[src/bie_pkg.sv]
// Purpose: Shared constants and types for the branch, increment and OR execution slice.
// Assumes: A fetch stage hands over each decoded instruction with its operand bytes.
// Notes:   Widths, PC, register and accumulator reset values and lengths live here; status and stack pointer resets stay in bie_exec.
// ============================================================================
// Functional notes
// RQ1: Register increment adds one, wraps FFF to 000.
// RQ2: OR accumulator with register low byte.
// RQ3: OR clears carry, half-carry; sets nonzero status.
// RQ4: Increment-and-branch jumps unless low byte is zero.
// RQ5: Relative target uses page after the branch.
// RQ6: Jump on carry when carry is one.
// RQ7: Jump on no carry when carry is zero.
// RQ8: Greater jump needs no carry and nonzero.
// RQ9: Jump on half-carry when it is one.
// RQ10: Less-or-equal jump on carry or zero.
// RQ11: Jump on nonzero when nonzero status is one.
// RQ12: Comparison aliases decode as their base jumps.
// RQ13: Indirect jump loads PC from register.
// RQ14: Call pushes next address, loads 12-bit target.
// RQ15: Unconditional jump always loads its target.
// RQ16: Jump on zero when nonzero status is zero.
// RQ17: Return pops top of stack into PC.
// RQ18: Upper four bits are page, lower eight byte.
// RQ19: Relative target keeps page, replaces low byte.
// RQ20: Untaken branch advances past both bytes.
package bie_pkg;

    // ========================================================================
    // Widths and field positions.
    localparam int ADDR_W     = 12;  // Program counter and register width.
    localparam int DATA_W     = 8;   // Accumulator width.
    localparam int PAGE_LSB   = 8;   // Lowest page bit of an address.
    localparam int REG_CNT    = 8;   // General registers R0 to R7.
    localparam int REG_SEL_W  = 3;   // Register select width.
    localparam int STACK_DEPTH = 8;  // Default stack entries.

    // ========================================================================
    // Reset values and instruction lengths.
    localparam logic [ADDR_W-1:0] PC_RST   = 12'h000;
    localparam logic [ADDR_W-1:0] REG_RST  = 12'h000;
    localparam logic [DATA_W-1:0] ACC_RST  = 8'h00;
    localparam logic [ADDR_W-1:0] ONE_A    = 12'h001;
    localparam logic [ADDR_W-1:0] LEN_ONE  = 12'h001;
    localparam logic [ADDR_W-1:0] LEN_TWO  = 12'h002;
    localparam logic [DATA_W-1:0] ZERO_B   = 8'h00;

    // ========================================================================
    // Operations this slice executes.
    typedef enum logic [4:0] {
        bie_reg_increment_op,
        bie_inclusive_or_op,
        bie_increment_branch_op,
        bie_decrement_branch_op,
        bie_jump_on_carry_op,
        bie_jump_no_carry_op,
        bie_jump_greater_op,
        bie_jump_greater_equal_op,
        bie_jump_half_carry_op,
        bie_jump_less_equal_op,
        bie_jump_less_op,
        bie_jump_nonzero_op,
        bie_jump_not_equal_op,
        bie_jump_zero_op,
        bie_jump_equal_op,
        bie_register_indirect_jump_op,
        bie_subroutine_call_op,
        bie_unconditional_jump_op,
        bie_subroutine_return_op
    } bie_op_t;

    // Execution sequencer states.
    typedef enum logic [0:0] {
        bie_idle_s,
        bie_pop_s
    } bie_state_t;

endpackage

[src/bie_stack_mem.sv]
// Purpose: Return address stack storage with registered read data.
// Assumes: One write and one read address per cycle, same clock.
// Notes:   Read data lag the read address by one clock edge.
`timescale 1ns/1ps
module bie_stack_mem #(
    parameter int WIDTH = 12,
    parameter int DEPTH = 8
) (
    // Clock.
    input  wire logic                     clock_i,
    // Write port.
    input  wire logic                     wr_en_i,
    input  wire logic [$clog2(DEPTH)-1:0] wr_addr_i,
    input  wire logic [WIDTH-1:0]         wr_data_i,
    // Read port.
    input  wire logic [$clog2(DEPTH)-1:0] rd_addr_i,
    output logic      [WIDTH-1:0]         rd_data_o
);

    // ========================================================================
    // Storage array; contents are undefined until written.
    logic [WIDTH-1:0] mem_ff [DEPTH];

    if (DEPTH < 2 || (DEPTH & (DEPTH - 1)) != 0) begin
        $error("Stack depth must be a power of two of at least two.");
    end

    // Write on enable.
    always_ff @(posedge clock_i) begin
        if (wr_en_i) begin
            mem_ff[wr_addr_i] <= wr_data_i;
        end
    end

    // Read out of a register so the pop path starts on a clean edge.
    always_ff @(posedge clock_i) begin
        rd_data_o <= mem_ff[rd_addr_i];
    end

endmodule

[src/bie_exec.sv]
// Purpose: Executes increment, OR, page-relative and absolute jumps, call, return.
// Assumes: Decoded op and operand bytes arrive from a fetch stage on the same clock.
// Notes:   Holds PC, accumulator, statuses, registers and the call stack.
`timescale 1ns/1ps
module bie_exec
    import bie_pkg::*;
#(
    parameter int DEPTH = STACK_DEPTH
) (
    // Clock and reset.
    input  wire logic                 clock_i,
    input  wire logic                 rst_n_i,
    // Instruction hand-over.
    input  wire logic                 exec_i,
    input  wire bie_op_t              op_i,
    input  wire logic [REG_SEL_W-1:0] reg_sel_i,
    input  wire logic [DATA_W-1:0]    byte2_i,
    input  wire logic [ADDR_W-1:0]    target_i,
    // State preload from the rest of the processor.
    input  wire logic                 reg_wr_i,
    input  wire logic [REG_SEL_W-1:0] reg_wr_sel_i,
    input  wire logic [ADDR_W-1:0]    reg_wr_data_i,
    input  wire logic                 stat_wr_i,
    input  wire logic [DATA_W-1:0]    acc_wr_data_i,
    input  wire logic                 carry_wr_i,
    input  wire logic                 half_wr_i,
    input  wire logic                 nonzero_wr_i,
    // Architectural state out.
    output logic      [ADDR_W-1:0]    pc_o,
    output logic      [DATA_W-1:0]    acc_o,
    output logic                      carry_o,
    output logic                      half_o,
    output logic                      nonzero_o,
    output logic      [$clog2(DEPTH)-1:0] depth_o,
    // Handshake.
    output logic                      busy_o,
    output logic                      done_o
);

    localparam int SP_W = $clog2(DEPTH);

    if (DEPTH < 2) begin
        $error("Stack depth below two is not supported.");
    end

    // ========================================================================
    // State.
    logic [ADDR_W-1:0] pc_ff;               // Program counter.
    logic [DATA_W-1:0] acc_ff;              // Accumulator.
    logic              c_ff;                // Carry status.
    logic              h_ff;                // Half-carry status.
    logic              a_ff;                // Accumulator-nonzero status.
    logic [ADDR_W-1:0] rf_ff [REG_CNT];     // General registers.
    logic [SP_W-1:0]   sp_ff;               // Next free stack slot.
    logic              done_ff;             // One-cycle completion pulse.
    logic              busy_ff;             // High while a pop is pending.
    bie_state_t        state_ff;            // Sequencer state.
    bie_state_t        nxt_state;

    // ========================================================================
    // Decode.
    wire               take     = exec_i && state_ff == bie_idle_s;
    wire [ADDR_W-1:0]  rv       = rf_ff[reg_sel_i];
    wire [ADDR_W-1:0]  inc_val  = rv + ONE_A;                           // RQ1
    wire [ADDR_W-1:0]  dec_val  = rv - ONE_A;
    wire [DATA_W-1:0]  or_val   = acc_ff | rv[DATA_W-1:0];              // RQ2
    wire [ADDR_W-1:0]  seq1     = pc_ff + LEN_ONE;
    wire [ADDR_W-1:0]  seq2     = pc_ff + LEN_TWO;                      // RQ20
    // Page comes from the instruction after the branch, so a branch that
    // ends on a page boundary lands in the following page.
    wire [ADDR_W-1:0]  rel_tgt  = {seq2[ADDR_W-1:PAGE_LSB], byte2_i};   // RQ5 RQ18 RQ19

    wire is_inc   = op_i == bie_reg_increment_op;
    wire is_or    = op_i == bie_inclusive_or_op;
    wire is_ibr   = op_i == bie_increment_branch_op;
    wire is_dbr   = op_i == bie_decrement_branch_op;
    wire is_jin   = op_i == bie_register_indirect_jump_op;
    wire is_call  = op_i == bie_subroutine_call_op;
    wire is_jun   = op_i == bie_unconditional_jump_op;
    wire is_ret   = op_i == bie_subroutine_return_op;
    // The less, greater-or-equal, not-equal and equal forms share the base condition.
    wire on_c     = op_i == bie_jump_on_carry_op || op_i == bie_jump_less_op;         // RQ12
    wire on_nc    = op_i == bie_jump_no_carry_op
                    || op_i == bie_jump_greater_equal_op;                             // RQ12
    wire on_nz    = op_i == bie_jump_nonzero_op || op_i == bie_jump_not_equal_op;     // RQ12
    wire on_z     = op_i == bie_jump_zero_op || op_i == bie_jump_equal_op;            // RQ12
    wire on_gt    = op_i == bie_jump_greater_op;
    wire on_le    = op_i == bie_jump_less_equal_op;
    wire on_hc    = op_i == bie_jump_half_carry_op;
    wire is_cond  = on_c | on_nc | on_nz | on_z | on_gt | on_le | on_hc;
    wire is_rel   = is_cond | is_ibr | is_dbr;

    // Branch condition for every page-relative form.
    wire cond_take = (on_c & c_ff)                                      // RQ6
                   | (on_nc & ~c_ff)                                    // RQ7
                   | (on_gt & ~c_ff & a_ff)                             // RQ8
                   | (on_hc & h_ff)                                     // RQ9
                   | (on_le & (c_ff | ~a_ff))                           // RQ10
                   | (on_nz & a_ff)                                     // RQ11
                   | (on_z & ~a_ff)                                     // RQ16
                   | (is_ibr & (inc_val[DATA_W-1:0] != ZERO_B))         // RQ4
                   | (is_dbr & (dec_val[DATA_W-1:0] != ZERO_B));

    // Next PC for everything except return, which takes the stack data.
    wire [ADDR_W-1:0] nxt_pc =
        (is_rel && cond_take) ? rel_tgt :                               // RQ19
        is_rel                ? seq2    :                               // RQ20
        is_jin                ? rv      :                               // RQ13
        (is_call || is_jun)   ? target_i :                              // RQ14 RQ15
                                seq1;

    // Stack ports: push at the free slot, read always the top entry.
    wire              push    = take && is_call;
    wire [SP_W-1:0]   top_idx = sp_ff - SP_W'(1);
    wire [ADDR_W-1:0] pop_data;

    // ========================================================================
    // Call stack storage.
    bie_stack_mem #(
        .WIDTH (ADDR_W),
        .DEPTH (DEPTH)
    ) u_stack (
        .clock_i   (clock_i),
        .wr_en_i   (push),
        .wr_addr_i (sp_ff),
        .wr_data_i (seq2),                                              // RQ14
        .rd_addr_i (top_idx),
        .rd_data_o (pop_data)
    );

    // ========================================================================
    // Sequencer: return needs one extra edge for the stack read.
    always_comb begin
        nxt_state = state_ff;
        case (state_ff)
            bie_idle_s: begin
                if (take && is_ret) begin
                    nxt_state = bie_pop_s;
                end
            end
            bie_pop_s: begin
                nxt_state = bie_idle_s;
            end
            default: begin
                nxt_state = bie_idle_s;
            end
        endcase
    end

    // State register and handshake pulses.
    always_ff @(posedge clock_i) begin
        if (!rst_n_i) begin
            state_ff <= bie_idle_s;
            done_ff  <= 1'b0;
            busy_ff  <= 1'b0;
        end else begin
            state_ff <= nxt_state;
            done_ff  <= (take && !is_ret) || state_ff == bie_pop_s;
            busy_ff  <= nxt_state == bie_pop_s;
        end
    end

    // Program counter and stack pointer.
    always_ff @(posedge clock_i) begin
        if (!rst_n_i) begin
            pc_ff <= PC_RST;
            sp_ff <= '0;
        end else if (state_ff == bie_pop_s) begin
            pc_ff <= pop_data;                                          // RQ17
            sp_ff <= top_idx;                                           // RQ17
        end else if (take && !is_ret) begin
            pc_ff <= nxt_pc;
            if (is_call) begin
                sp_ff <= sp_ff + SP_W'(1);                              // RQ14
            end
        end
    end

    // Accumulator and statuses; a preload yields to an executing OR.
    always_ff @(posedge clock_i) begin
        if (!rst_n_i) begin
            acc_ff <= ACC_RST;
            c_ff   <= 1'b0;
            h_ff   <= 1'b0;
            a_ff   <= 1'b0;
        end else if (take && is_or) begin
            acc_ff <= or_val;                                           // RQ2
            c_ff   <= 1'b0;                                             // RQ3
            h_ff   <= 1'b0;                                             // RQ3
            a_ff   <= or_val != ZERO_B;                                 // RQ3
        end else if (stat_wr_i) begin
            acc_ff <= acc_wr_data_i;
            c_ff   <= carry_wr_i;
            h_ff   <= half_wr_i;
            a_ff   <= nonzero_wr_i;
        end
    end

    // General registers: increment forms win over a preload in one cycle.
    always_ff @(posedge clock_i) begin
        if (!rst_n_i) begin
            for (int i = 0; i < REG_CNT; i++) begin
                rf_ff[i] <= REG_RST;
            end
        end else if (take && (is_inc || is_ibr)) begin
            rf_ff[reg_sel_i] <= inc_val;                                // RQ1 RQ4
        end else if (take && is_dbr) begin
            rf_ff[reg_sel_i] <= dec_val;
        end else if (reg_wr_i) begin
            rf_ff[reg_wr_sel_i] <= reg_wr_data_i;
        end
    end

    // ========================================================================
    // Outputs straight from flops.
    assign pc_o      = pc_ff;
    assign acc_o     = acc_ff;
    assign carry_o   = c_ff;
    assign half_o    = h_ff;
    assign nonzero_o = a_ff;
    assign depth_o   = sp_ff;
    assign busy_o    = busy_ff;
    assign done_o    = done_ff;

    // ========================================================================
    // Checking helpers: snapshot of the taken instruction and its inputs.
    logic              k_take_ff;
    bie_op_t           k_op_ff;
    logic [REG_SEL_W-1:0] k_sel_ff;
    logic [ADDR_W-1:0] k_rv_ff;
    logic [ADDR_W-1:0] k_pc_ff;
    logic [DATA_W-1:0] k_acc_ff;
    logic [DATA_W-1:0] k_b2_ff;
    logic [ADDR_W-1:0] k_tgt_ff;
    logic              k_c_ff;
    logic              k_h_ff;
    logic              k_a_ff;
    wire [ADDR_W-1:0]  k_seq2 = k_pc_ff + LEN_TWO;
    wire [ADDR_W-1:0]  k_rel  = {k_seq2[ADDR_W-1:PAGE_LSB], k_b2_ff};

    always_ff @(posedge clock_i) begin
        k_take_ff <= rst_n_i && take;
        k_op_ff   <= op_i;
        k_sel_ff  <= reg_sel_i;
        k_rv_ff   <= rv;
        k_pc_ff   <= pc_ff;
        k_acc_ff  <= acc_ff;
        k_b2_ff   <= byte2_i;
        k_tgt_ff  <= target_i;
        k_c_ff    <= c_ff;
        k_h_ff    <= h_ff;
        k_a_ff    <= a_ff;
    end

    a_inc_wraps: assert property (@(posedge clock_i) disable iff (!rst_n_i) // RQ1
        k_take_ff && k_op_ff == bie_reg_increment_op
        |-> rf_ff[k_sel_ff] == ADDR_W'(k_rv_ff + 12'h001) && pc_o == k_pc_ff + LEN_ONE)
        else $error("Register increment result wrong.");

    a_or_value: assert property (@(posedge clock_i) disable iff (!rst_n_i) // RQ2
        k_take_ff && k_op_ff == bie_inclusive_or_op
        |-> acc_o == (k_acc_ff | k_rv_ff[7:0]))
        else $error("OR result wrong.");

    a_or_status: assert property (@(posedge clock_i) disable iff (!rst_n_i) // RQ3
        k_take_ff && k_op_ff == bie_inclusive_or_op
        |-> !carry_o && !half_o && nonzero_o == (acc_o != 8'h00))
        else $error("OR statuses wrong.");

    a_incbr_pc: assert property (@(posedge clock_i) disable iff (!rst_n_i) // RQ4
        k_take_ff && k_op_ff == bie_increment_branch_op
        |-> pc_o == ((ADDR_W'(k_rv_ff + 12'h001) & 12'h0ff) == 12'h000 ? k_seq2 : k_rel))
        else $error("Increment branch target wrong.");

    a_carry_jump: assert property (@(posedge clock_i) disable iff (!rst_n_i) // RQ6
        k_take_ff && (k_op_ff == bie_jump_on_carry_op || k_op_ff == bie_jump_less_op)
        |-> pc_o == (k_c_ff ? k_rel : k_seq2))
        else $error("Carry jump wrong.");

    a_nocarry_jump: assert property (@(posedge clock_i) disable iff (!rst_n_i) // RQ7
        k_take_ff && (k_op_ff == bie_jump_no_carry_op
                      || k_op_ff == bie_jump_greater_equal_op)
        |-> pc_o == (!k_c_ff ? k_rel : k_seq2))
        else $error("No-carry jump wrong.");

    a_greater_jump: assert property (@(posedge clock_i) disable iff (!rst_n_i) // RQ8
        k_take_ff && k_op_ff == bie_jump_greater_op
        |-> pc_o == ((!k_c_ff && k_a_ff) ? k_rel : k_seq2))
        else $error("Greater jump wrong.");

    a_half_jump: assert property (@(posedge clock_i) disable iff (!rst_n_i) // RQ9
        k_take_ff && k_op_ff == bie_jump_half_carry_op
        |-> pc_o == (k_h_ff ? k_rel : k_seq2))
        else $error("Half-carry jump wrong.");

    a_le_jump: assert property (@(posedge clock_i) disable iff (!rst_n_i) // RQ10
        k_take_ff && k_op_ff == bie_jump_less_equal_op
        |-> pc_o == ((k_c_ff || !k_a_ff) ? k_rel : k_seq2))
        else $error("Less-or-equal jump wrong.");

    a_zero_jump: assert property (@(posedge clock_i) disable iff (!rst_n_i) // RQ16
        k_take_ff && (k_op_ff == bie_jump_zero_op || k_op_ff == bie_jump_equal_op)
        |-> pc_o == (!k_a_ff ? k_rel : k_seq2))
        else $error("Zero jump wrong.");

    a_nz_jump: assert property (@(posedge clock_i) disable iff (!rst_n_i) // RQ11
        k_take_ff && (k_op_ff == bie_jump_nonzero_op || k_op_ff == bie_jump_not_equal_op)
        |-> pc_o == (k_a_ff ? k_rel : k_seq2))
        else $error("Nonzero jump wrong.");

    a_abs_jumps: assert property (@(posedge clock_i) disable iff (!rst_n_i) // RQ13 RQ15
        k_take_ff && (k_op_ff == bie_register_indirect_jump_op
                      || k_op_ff == bie_unconditional_jump_op)
        |-> pc_o == (k_op_ff == bie_unconditional_jump_op ? k_tgt_ff : k_rv_ff))
        else $error("Absolute jump wrong.");

    a_call_return: assert property (@(posedge clock_i) disable iff (!rst_n_i) // RQ14 RQ17
        k_take_ff && k_op_ff == bie_subroutine_call_op ##1 (!k_take_ff && take && is_ret)
        |-> pc_o == $past(k_tgt_ff) ##2 pc_o == $past(k_seq2, 3) && done_o)
        else $error("Call and return pairing wrong.");

endmodule

[config.mk]
export PLATFORM = sky130hd
export DESIGN_NAME = bie_exec
export DESIGN_NICKNAME = d
export VERILOG_FILES = /design/src/bie_pkg.sv /design/src/bie_stack_mem.sv /design/src/bie_exec.sv
export SDC_FILE = /design/constraint.sdc
export NUM_CORES = 1
export LEC_CHECK = 0
export ABC_CLOCK_PERIOD_IN_PS = 9370
export BUFFER_PORTS_ARGS = -buffer_cell sky130_fd_sc_hd__buf_4
export CAP_MARGIN = 20
export CORE_MARGIN = 2
export CORE_UTILIZATION = 52
export DETAILED_ROUTE_END_ITERATION = 6
export HOLD_SLACK_MARGIN = 0.15
export PLACE_DENSITY = 0.71
export SYNTH_ARGS = -nofsm -noshare
export SYNTH_HDL_FRONTEND = slang
export SYNTH_SLANG_ARGS = --single-unit
[constraint.sdc]
create_clock -name clock_i -period 9.37 [get_ports clock_i]
set_input_delay 0.937 -clock clock_i [delete_from_list [all_inputs] [get_ports clock_i]]
set_output_delay 0.937 -clock clock_i [all_outputs]
set_load 0.1 [all_outputs]
# Word-level counts from Yosys, hierarchy flattened
# Memories as Yosys holds them, arrays and structs flattened. A register that Yosys moved wholly into a read port is not among the register bits.
# Cells that the tools add are included.
[op_classes] add_sub_neg=6 n_eq_ne=18 mux=37 bitwise=33 reduce_logical=27
[ops] operator="$mux W12" n=9
[ops] operator="$eq A5 B4 Y1 const B" n=8
[ops] operator="$add A12 B1 Y12 const B" n=2
[ops] operator="$reduce_bool A8 Y1" n=3
[ops] operator="$reduce_or A12 Y1" n=2
[ops] operator="$eq A5 B3 Y1 const B" n=4
[ops] operator="$mux W1" n=20
[ops] operator="$or A1 B1 Y1" n=18
[ops] operator="$mux W8" n=2
[ops] operator="$eq A5 B5 Y1 const B" n=3
[ops] operator="$mux W3" n=5
[ops] operator="$add A12 B2 Y12 const B" n=1
[ops] operator="$sub A12 B1 Y12 const B" n=1
[ops] operator="$and A1 B1 Y1" n=10
[ops] operator="$eq A5 B2 Y1 const B" n=2
[ops] operator="$logic_and A1 B1 Y1" n=8
[ops] operator="$or A8 B8 Y8" n=1
[ops] operator="$logic_or A1 B1 Y1" n=7
[ops] operator="$reduce_bool A2 Y1" n=3
[ops] operator="$eq A5 B1 Y1 const B" n=1
[ops] operator="$logic_not A5 Y1" n=1
[ops] operator="$not A1 Y1" n=4
[ops] operator="$add A3 B1 Y3 const B" n=1
[ops] operator="$sub A3 B1 Y3 const B" n=1
[ops] operator="4 further kinds" n=4
[totals] register_bits=28 mem_bits_rw=192 input_bits=59 output_inout_bits=28 word_cells=131 memories=2
[memory_table] memory="rf_ff" depth=8 width=12 read_ports=1 rd_clocked_by_memory_dff=0 write_ports=8 line="bie_exec.sv:53" text="logic [ADDR_W-1:0] rf_ff [REG_CNT];"
[memory_table] memory="u_stack.mem_ff" depth=8 width=12 read_ports=1 rd_clocked_by_memory_dff=1 write_ports=1 line="bie_stack_mem.sv:22" text="logic [WIDTH-1:0] mem_ff [DEPTH];"

# Logic depth before layout (Yosys ltp)
# Gate-level depths: netlist of the first run.
[logic_depth] word_depth=15 ltp_mapped=12 mapped_depth_nobuf=11

# Modules after synthesis
# A second synthesis of the first run with hierarchy kept.
[unflattened] hier_cells=826 hier_area_um2=11088.1
[by_module_without_submodules] mod="bie_exec" n_inst=1 cells_per_inst=662 area_per_inst_um2=7100.6 seq_area_each_um2=3443.3
[by_module_without_submodules] mod="bie_stack_mem" n_inst=1 cells_per_inst=164 area_per_inst_um2=3987.6 seq_area_each_um2=3123.0

# Least setup slack after synthesis of the first run
# No wires, ideal clock.
[synth_path] path_kind="flip-flop to flip-flop" startpoint="reg sp_ff[0] (netlist: depth_o[0])" endpoint="reg u_stack.rd_data_o[0] (read register of u_stack.mem_ff)" setup_time_ns=0.121 arrival_time_ns=3.599 required_time_ns=9.249 setup_slack_ns=5.650 stages_incl_launch_ff=9 path_buffers=4 period_less_slack_ns=3.720 cell_sequence="dfxtp_1 clkbuf_1 buf_1 inv_1 ha_1 clkbuf_1 clkbuf_1 mux4_2 mux2_2"
[synth_via] elab_chain_cells=1
[synth_rtl] element="from (decl)" line="bie_exec.sv:54" text="logic [SP_W-1:0] sp_ff;"
[synth_rtl] element="from (signal assigned)" line="bie_exec.sv:170" text="sp_ff <= top_idx;"
[synth_rtl] element="from (signal assigned)" line="bie_exec.sv:174" text="sp_ff <= sp_ff + SP_W'(1);"
[synth_rtl] element="$sub A3 B1 Y3" line="bie_exec.sv:114" text="wire [SP_W-1:0] top_idx = sp_ff - SP_W'(1);"
[synth_rtl] element="to (decl)" line="bie_stack_mem.sv:17" text="output logic [WIDTH-1:0] rd_data_o"
# Every way passes these cells.
# A chain may end at the register's enable or synchronous reset.

==> results of run 1 <==
## logic make-up (layout without fill, tap and decap cells)
group	count (synthesis)	in the layout	share of synthesized area
AOI/OAI and AO/OA	106	106	0.0684
xor gates and xnor gates	35	35	0.0279
adders and majority gates	7	7	0.00796
buffers and inverters	64	154	0.0266
DFF	232	232	0.597
muxes	91	91	0.149
and+or+nand+nor	297	297	0.123
## routing by layer
metal,part of all wire,vias up,GRT usage
li1,-,3280,-
met1,0.41,3612,0.349
met2,0.47,350,0.375
met3,0.090,42,0.0390
met4,0.022,0,0.0705
met5,0,-,0
## worst max-delay path: cells and delay by family, from the launching register on
family,cells,cell delay [ps]
AO/OA/AOI/OAI,1,140
flip-flops,1,960
buffers and inverters,1,320
AND/OR/NAND/NOR,7,2100
## stage by stage
step / total power, mW / utilization / area, um2 / setup WS [ps] / hold slack [ps]
6_report: 2.40 / 0.604 / 12600 / 5450 / 523
5_1_grt: 2.47 / 0.604 / 12600 / 5250 / 565
4_1_cts: 2.41 / 0.604 / 12600 / 5510 / 531
3_5_place_dp: 1.50 / 0.568 / 11900 / 5050 / 524
3_3_place_gp: 1.50 / 0.567 / 11800 / 5110 / 515
2_1_floorplan: 1.41 / - / 11000 / 5650 / 461
## final cells by class
cell class | instances | area, um2 | area share
Clock buffer | 33 | 666 | 0.0528
Clock inverter | 11 | 88.8 | 0.00704
Multi-Input combinational cell | 536 | 4150 | 0.329
Sequential cell | 232 | 6570 | 0.520
Tap cell | 275 | 344 | 0.0273
Timing Repair Buffer | 99 | 763 | 0.0605
Inverter | 11 | 41.3 | 0.00327
## synthesized netlist by cell type, types with 4 or more instances
cell type	count	area share
nand3_1	18	0.0082
nor2_1	146	0.050
inv_1	10	0.0034
nand2_1	54	0.018
o21ai_0	17	0.0077
o221a_2	8	0.0082
a22oi_1	5	0.0034
nand3b_1	4	0.0027
buf_6	5	0.0051
xnor2_1	16	0.013
nor4_1	5	0.0028
o211ai_1	4	0.0027
and2_1	5	0.0028
o22ai_1	5	0.0028
ha_1	7	0.0080
mux2i_4	6	0.012
clkbuf_1	38	0.013
xor2_1	19	0.015
nor3_1	19	0.0086
nor2_2	8	0.0046
mux2i_1	20	0.018
a21oi_1	35	0.016
nand4_1	4	0.0023
mux4_2	42	0.086
a211oi_1	11	0.0075
mux2i_2	4	0.0050
dfxtp_1	40	0.073
edfxtp_1	192	0.52
mux2_2	13	0.013
buf_1	4	0.0014
mux4_1	6	0.014
nand2b_1	11	0.0063
and3_1	6	0.0034
## registers in the layout, summed over array words and instances (netlist names)
register,flops
acc_o,8
u_stack.mem_ff,96
done_o,1
half_o,1
carry_o,1
depth_o,3
state_ff,1
pc_o,12
nonzero_o,1
u_stack.rd_data_o,12
rf_ff,96
## power by group through the flow
stage                     Clock [mW]  Sequential, mW  Combinational, mW
final                          0.914            1.18              0.307
after global routing           0.959            1.18              0.327
after CTS                      0.924            1.18              0.306
after detailed placement           0            1.20              0.304
after global placement             0            1.20              0.302
after floorplan                    0            1.24              0.170
## final timing paths
path	end	slack [ps]	depth (start not counted)
max	rf_ff[7][2]$_SDFFCE_PN0P_	5450	9
min	pc_o[3]$_SDFFE_PN0P_	520	2
max reg2reg	rf_ff[7][2]$_SDFFCE_PN0P_	5450	9
min reg2reg	pc_o[3]$_SDFFE_PN0P_	520	2
==> results.cfg, run 1 <==
[timing]
fin_crit_sh = 0.418
max_freq_ghz = 0.255
rsz0062_at_grt = no
maxSlewViolCount = 0
setup_viol = 0
hold_violations = 0
tightestPinTransition_ps = 1130
finalCriticalPeriod_ps = 3920
tns_ps = 0
slew_headroom = 0.244
fin_skew_ps = 23.0

[final_layout]
finalNetCount = 970
drive_gt1_frac = 0.247
mostFrequentLayoutCell = edfxtp_1
fin_cells = 1197
areaGrowthSynthToFinish_pct = 14.7
fill_cells = 1618
diodes = 0
final_cell_mix = edfxtp_1, nor2_1, buf_4

[power_and_ir_drop]
p_leak_nw = 4.45
clkPwrFrac = 0.381
vdd_drop_max_mv = 0.127
p_sw_mw = 0.616
p_int_mw = 1.78
power.density_nw_per_um2 = 190
p_sw_frac = 0.257
power_frac_comb = 0.128
seqPwrFrac = 0.491

[global_routing]
grt-ovfl-total = 0
grt_pass1_wl_um = 40500
grt_max_degree = 29
grt_pass1_vias = 6984
gr-usage-all-layers = 0.239
antenna_found_initial = 0

[synth]
avgSynthCellArea_um2 = 13.2
synth_area_um2 = 11000
synthFlopType = edfxtp_1
ys_warn_count = 0
ys_seq_area_frac = 0.597
synthCells = 832
synthArstFlopShare = 0
synth_edf_count = 192
syn_nets = 898
ys_seq_elements = 232
ys_types = 66

[clock_network]
cts_tree = yes
clkSinkCount = 232
path_clk_slew_ps = 70
post_cts_resized = 0
root_buffer = clkbuf_16
cts_max_level = 1
cts_hold_buf = 0
insertion_delay_ps = 520
cts_setup_buffers = 0
numCtsBuffers = 24
clockBufferDepth = 3

[floorplanning]
num_io_pins = 87
start_util = 0.526
die_height_um = 149
die-area_um2 = 22300
rows = 53
die_w_um = 149
coreArea_um2 = 20900

[place]
gp_congestion = 0.834
portBuffers = 86
place_hpwl_um = 17400
dp.cells = 1153

[worst_hold_path]
holdCritPathClass = reg -> reg
holdCritStartpoint = u_stack.rd_data_o[3]$_DFF_P_

[critical_path]
crit_required_ps = 9510
cp_slowest_cell = dfxtp_1
crit_top_cell = nand2_1
reg2reg_from = state_ff$_SDFF_PP0_
cp_max_fo = 25
path_cells = nand2b_1, nor2_1, nand2_1, and3_1, buf_4, nand3_1, o21ai_0, nand2_1, nand2_1
cp-startpoint = state_ff$_SDFF_PP0_
crit_type = reg -> reg
slowest_delay_ps = 960
start_kind = register
critPathCaptureType = register
crit_arrival_ps = 4060

[run]
cap_violations = 0

[routing]
drc_errors = 0
detail_route.wl_per_cell_um = 22.4
routed_via_density = 6.09
wirelength_um = 26800
first_pass_iters = 5
via_count = 7284
detail-route-antenna-nets = 0
drt_iter0_drc = 780

[run_status]
status = finished, final reports clean
No activity file was read; power rests on OpenSTA's default activity.
==> run 2: changes to the inputs <==
Settings changed: ABC_CLOCK_PERIOD_IN_PS 9370 to 3700.
Clock period 9.37 ns to 3.7 ns, I/O delays scaled along.
==> results.cfg, run 2 (synthesis results as in run 1) <==
[run_status]
status = finished, final reports clean

[power_and_ir_drop]
power_frac_comb = 0.133
power.density_nw_per_um2 = 493
p_int_mw = 4.88
seqPwrFrac = 0.458
clkPwrFrac = 0.409
p_sw_mw = 1.58
vdd_drop_max_mv = 0.369
p_sw_frac = 0.245
p_leak_nw = 4.73

[global_routing]
gr-usage-all-layers = 0.249
grt_pass1_wl_um = 42000
grt_pass1_vias = 7404
antenna_found_initial = 0
grt_max_degree = 28
grt-ovfl-total = 0

[timing]
maxSlewViolCount = 0
max_freq_ghz = 0.323
setup_viol = 0
hold_violations = 0
slew_headroom = 0.463
rsz0062_at_grt = no
fin_skew_ps = 8.11
tns_ps = 0
tightestPinTransition_ps = 800
finalCriticalPeriod_ps = 3100
worst_slack_ps = 602
fin_crit_sh = 0.837

[clock_network]
clkSinkCount = 232
insertion_delay_ps = 520
cts_max_level = 1
clockBufferDepth = 3
root_buffer = clkbuf_16
numCtsBuffers = 24
path_clk_slew_ps = 60
cts_setup_buffers = 0
cts_tree = yes

[final_layout]
diodes = 0
regArea_um2 = 6570
fill_cells = 1575
areaGrowthSynthToFinish_pct = 19.4
final_cell_mix = edfxtp_1, nor2_1, buf_4
top_regs = rf_ff (96), u_stack.mem_ff (96)
finalNetCount = 1021
drive_gt1_frac = 0.276
mostFrequentLayoutCell = edfxtp_1
fin_util = 0.628
multi_input_area_um2 = 4150

[critical_path]
crit_type = reg -> reg
regToRegSetupSlack_ps = 600
cp-startpoint = rf_ff[0][0]$_SDFFCE_PN0P_
cp_max_fo = 9
critPathBufInv = 2
path_cells = mux4_1, mux2i_4, inv_1, ha_1, inv_1, nor4_1, o2bb2ai_1, a221o_1, o2111ai_4, mux2i_1, o32ai_2
critPathCaptureType = register
reg2reg_from = rf_ff[0][0]$_SDFFCE_PN0P_
path_depth = 11
cp_top_family = multiplexers
worstReg2RegEnd = pc_o[6]$_SDFFE_PN0P_
rr_worst_depth = 11
crit_top_cell = inv_1
crit_required_ps = 4070
crit_end = pc_o[6]$_SDFFE_PN0P_
crit_arrival_ps = 3470
cp_slowest_cell = mux4_1
start_kind = register
slowest_delay_ps = 550

[floorplanning]
num_io_pins = 87
rows = 53
die_w_um = 149
coreArea_um2 = 20900
die_height_um = 149
die-area_um2 = 22300
start_util = 0.526

[place]
pre_cts_ws_ps = 176
gp_congestion = 0.868
portBuffers = 86
place_hpwl_um = 18300

[worst_hold_path]
holdCritPathClass = in -> reg

[routing]
drt_iter0_drc = 633
detail_route.wl_per_cell_um = 22.3
detail-route-antenna-nets = 0
via_count = 7480
first_pass_iters = 5
routed_via_density = 5.99
wirelength_um = 27800
drc_errors = 0

[run]
cap_violations = 0
==> run 2: cell types whose count changed in the layout (fill, tap and decap cells not counted), moves of 2 or more <==
cell | before | now
buf_4 | 98 | 139
clkinv_2 | 3 | 1
dlygate4sd3_1 | 0 | 11
clkbuf_1 | 7 | 3
clkinv_1 | 4 | 7
bufinv_16 | 1 | 6
==> run 2: repair_timing <==
| action | in CTS | in global routing |
|---|---|---|
| gates resized for setup | 0 | 0 |
| hold buffers | 11 | 0 |
| endpoints found under the hold margin | 11 | 0 |
| setup endpoints to repair | 0 | 0 |
==> run 2: worst min path at each step <==
stage	from	endpoint	slack (ps)	depth (start not counted)
after global placement	u_stack.rd_data_o[2]$_DFF_P_	pc_o[2]$_SDFFE_PN0P_	490	2
after detailed placement	u_stack.rd_data_o[2]$_DFF_P_	pc_o[2]$_SDFFE_PN0P_	510	2
final	stat_wr_i	carry_o$_SDFFE_PP0P_	160	3
after floorplan	u_stack.rd_data_o[2]$_DFF_P_	pc_o[2]$_SDFFE_PN0P_	460	2
after global routing	stat_wr_i	carry_o$_SDFFE_PP0P_	170	3
after CTS	byte2_i[5]	pc_o[5]$_SDFFE_PN0P_	150	3
==> run 2: metal layers <==
layer  global-route usage  part of all wire  up-vias
met5                    0                 0        -
met4               0.0681             0.021        0
met3               0.0412             0.082       49
met2                0.402              0.48      334
met1                0.354              0.41     3727
li1                     -                 -     3370
==> run 2: area by class of cell <==
type                       count  share of cell area
sequential                   232               0.500
multi-input combinational    536               0.316
timing repair buffer         150              0.0879
clock buffer                  29              0.0496
tap                          275              0.0262
clock inverter                15              0.0168
inverter                      11             0.00315
==> run 2: per-stage QoR <==
stage / cells / area [um2] / power [mW] / hold WS [ps]
after floorplan: 832 / 11000 / 3.57 / 461
after global placement: 1193 / 12100 / 3.85 / 491
after detailed placement: 1193 / 12100 / 3.86 / 505
after CTS: 1248 / 13100 / 6.48 / 150
after global routing: 1248 / 13100 / 6.65 / 172
final: 1248 / 13100 / 6.46 / 159
==> run 2: power groups by stage <==
stage	Clock [mW]	Combinational [mW]	Sequential, mW
3_3_place_gp	0	0.832	3.01
5_1_grt	2.77	0.908	2.97
3_5_place_dp	0	0.839	3.02
4_1_cts	2.67	0.852	2.96
2_1_floorplan	0	0.431	3.14
6_report	2.64	0.859	2.96
==> run 2: worst min-delay path, cell delays in order <==
cell	delay, ps
buf_4	120
mux2i_1	70
nor2_1	80
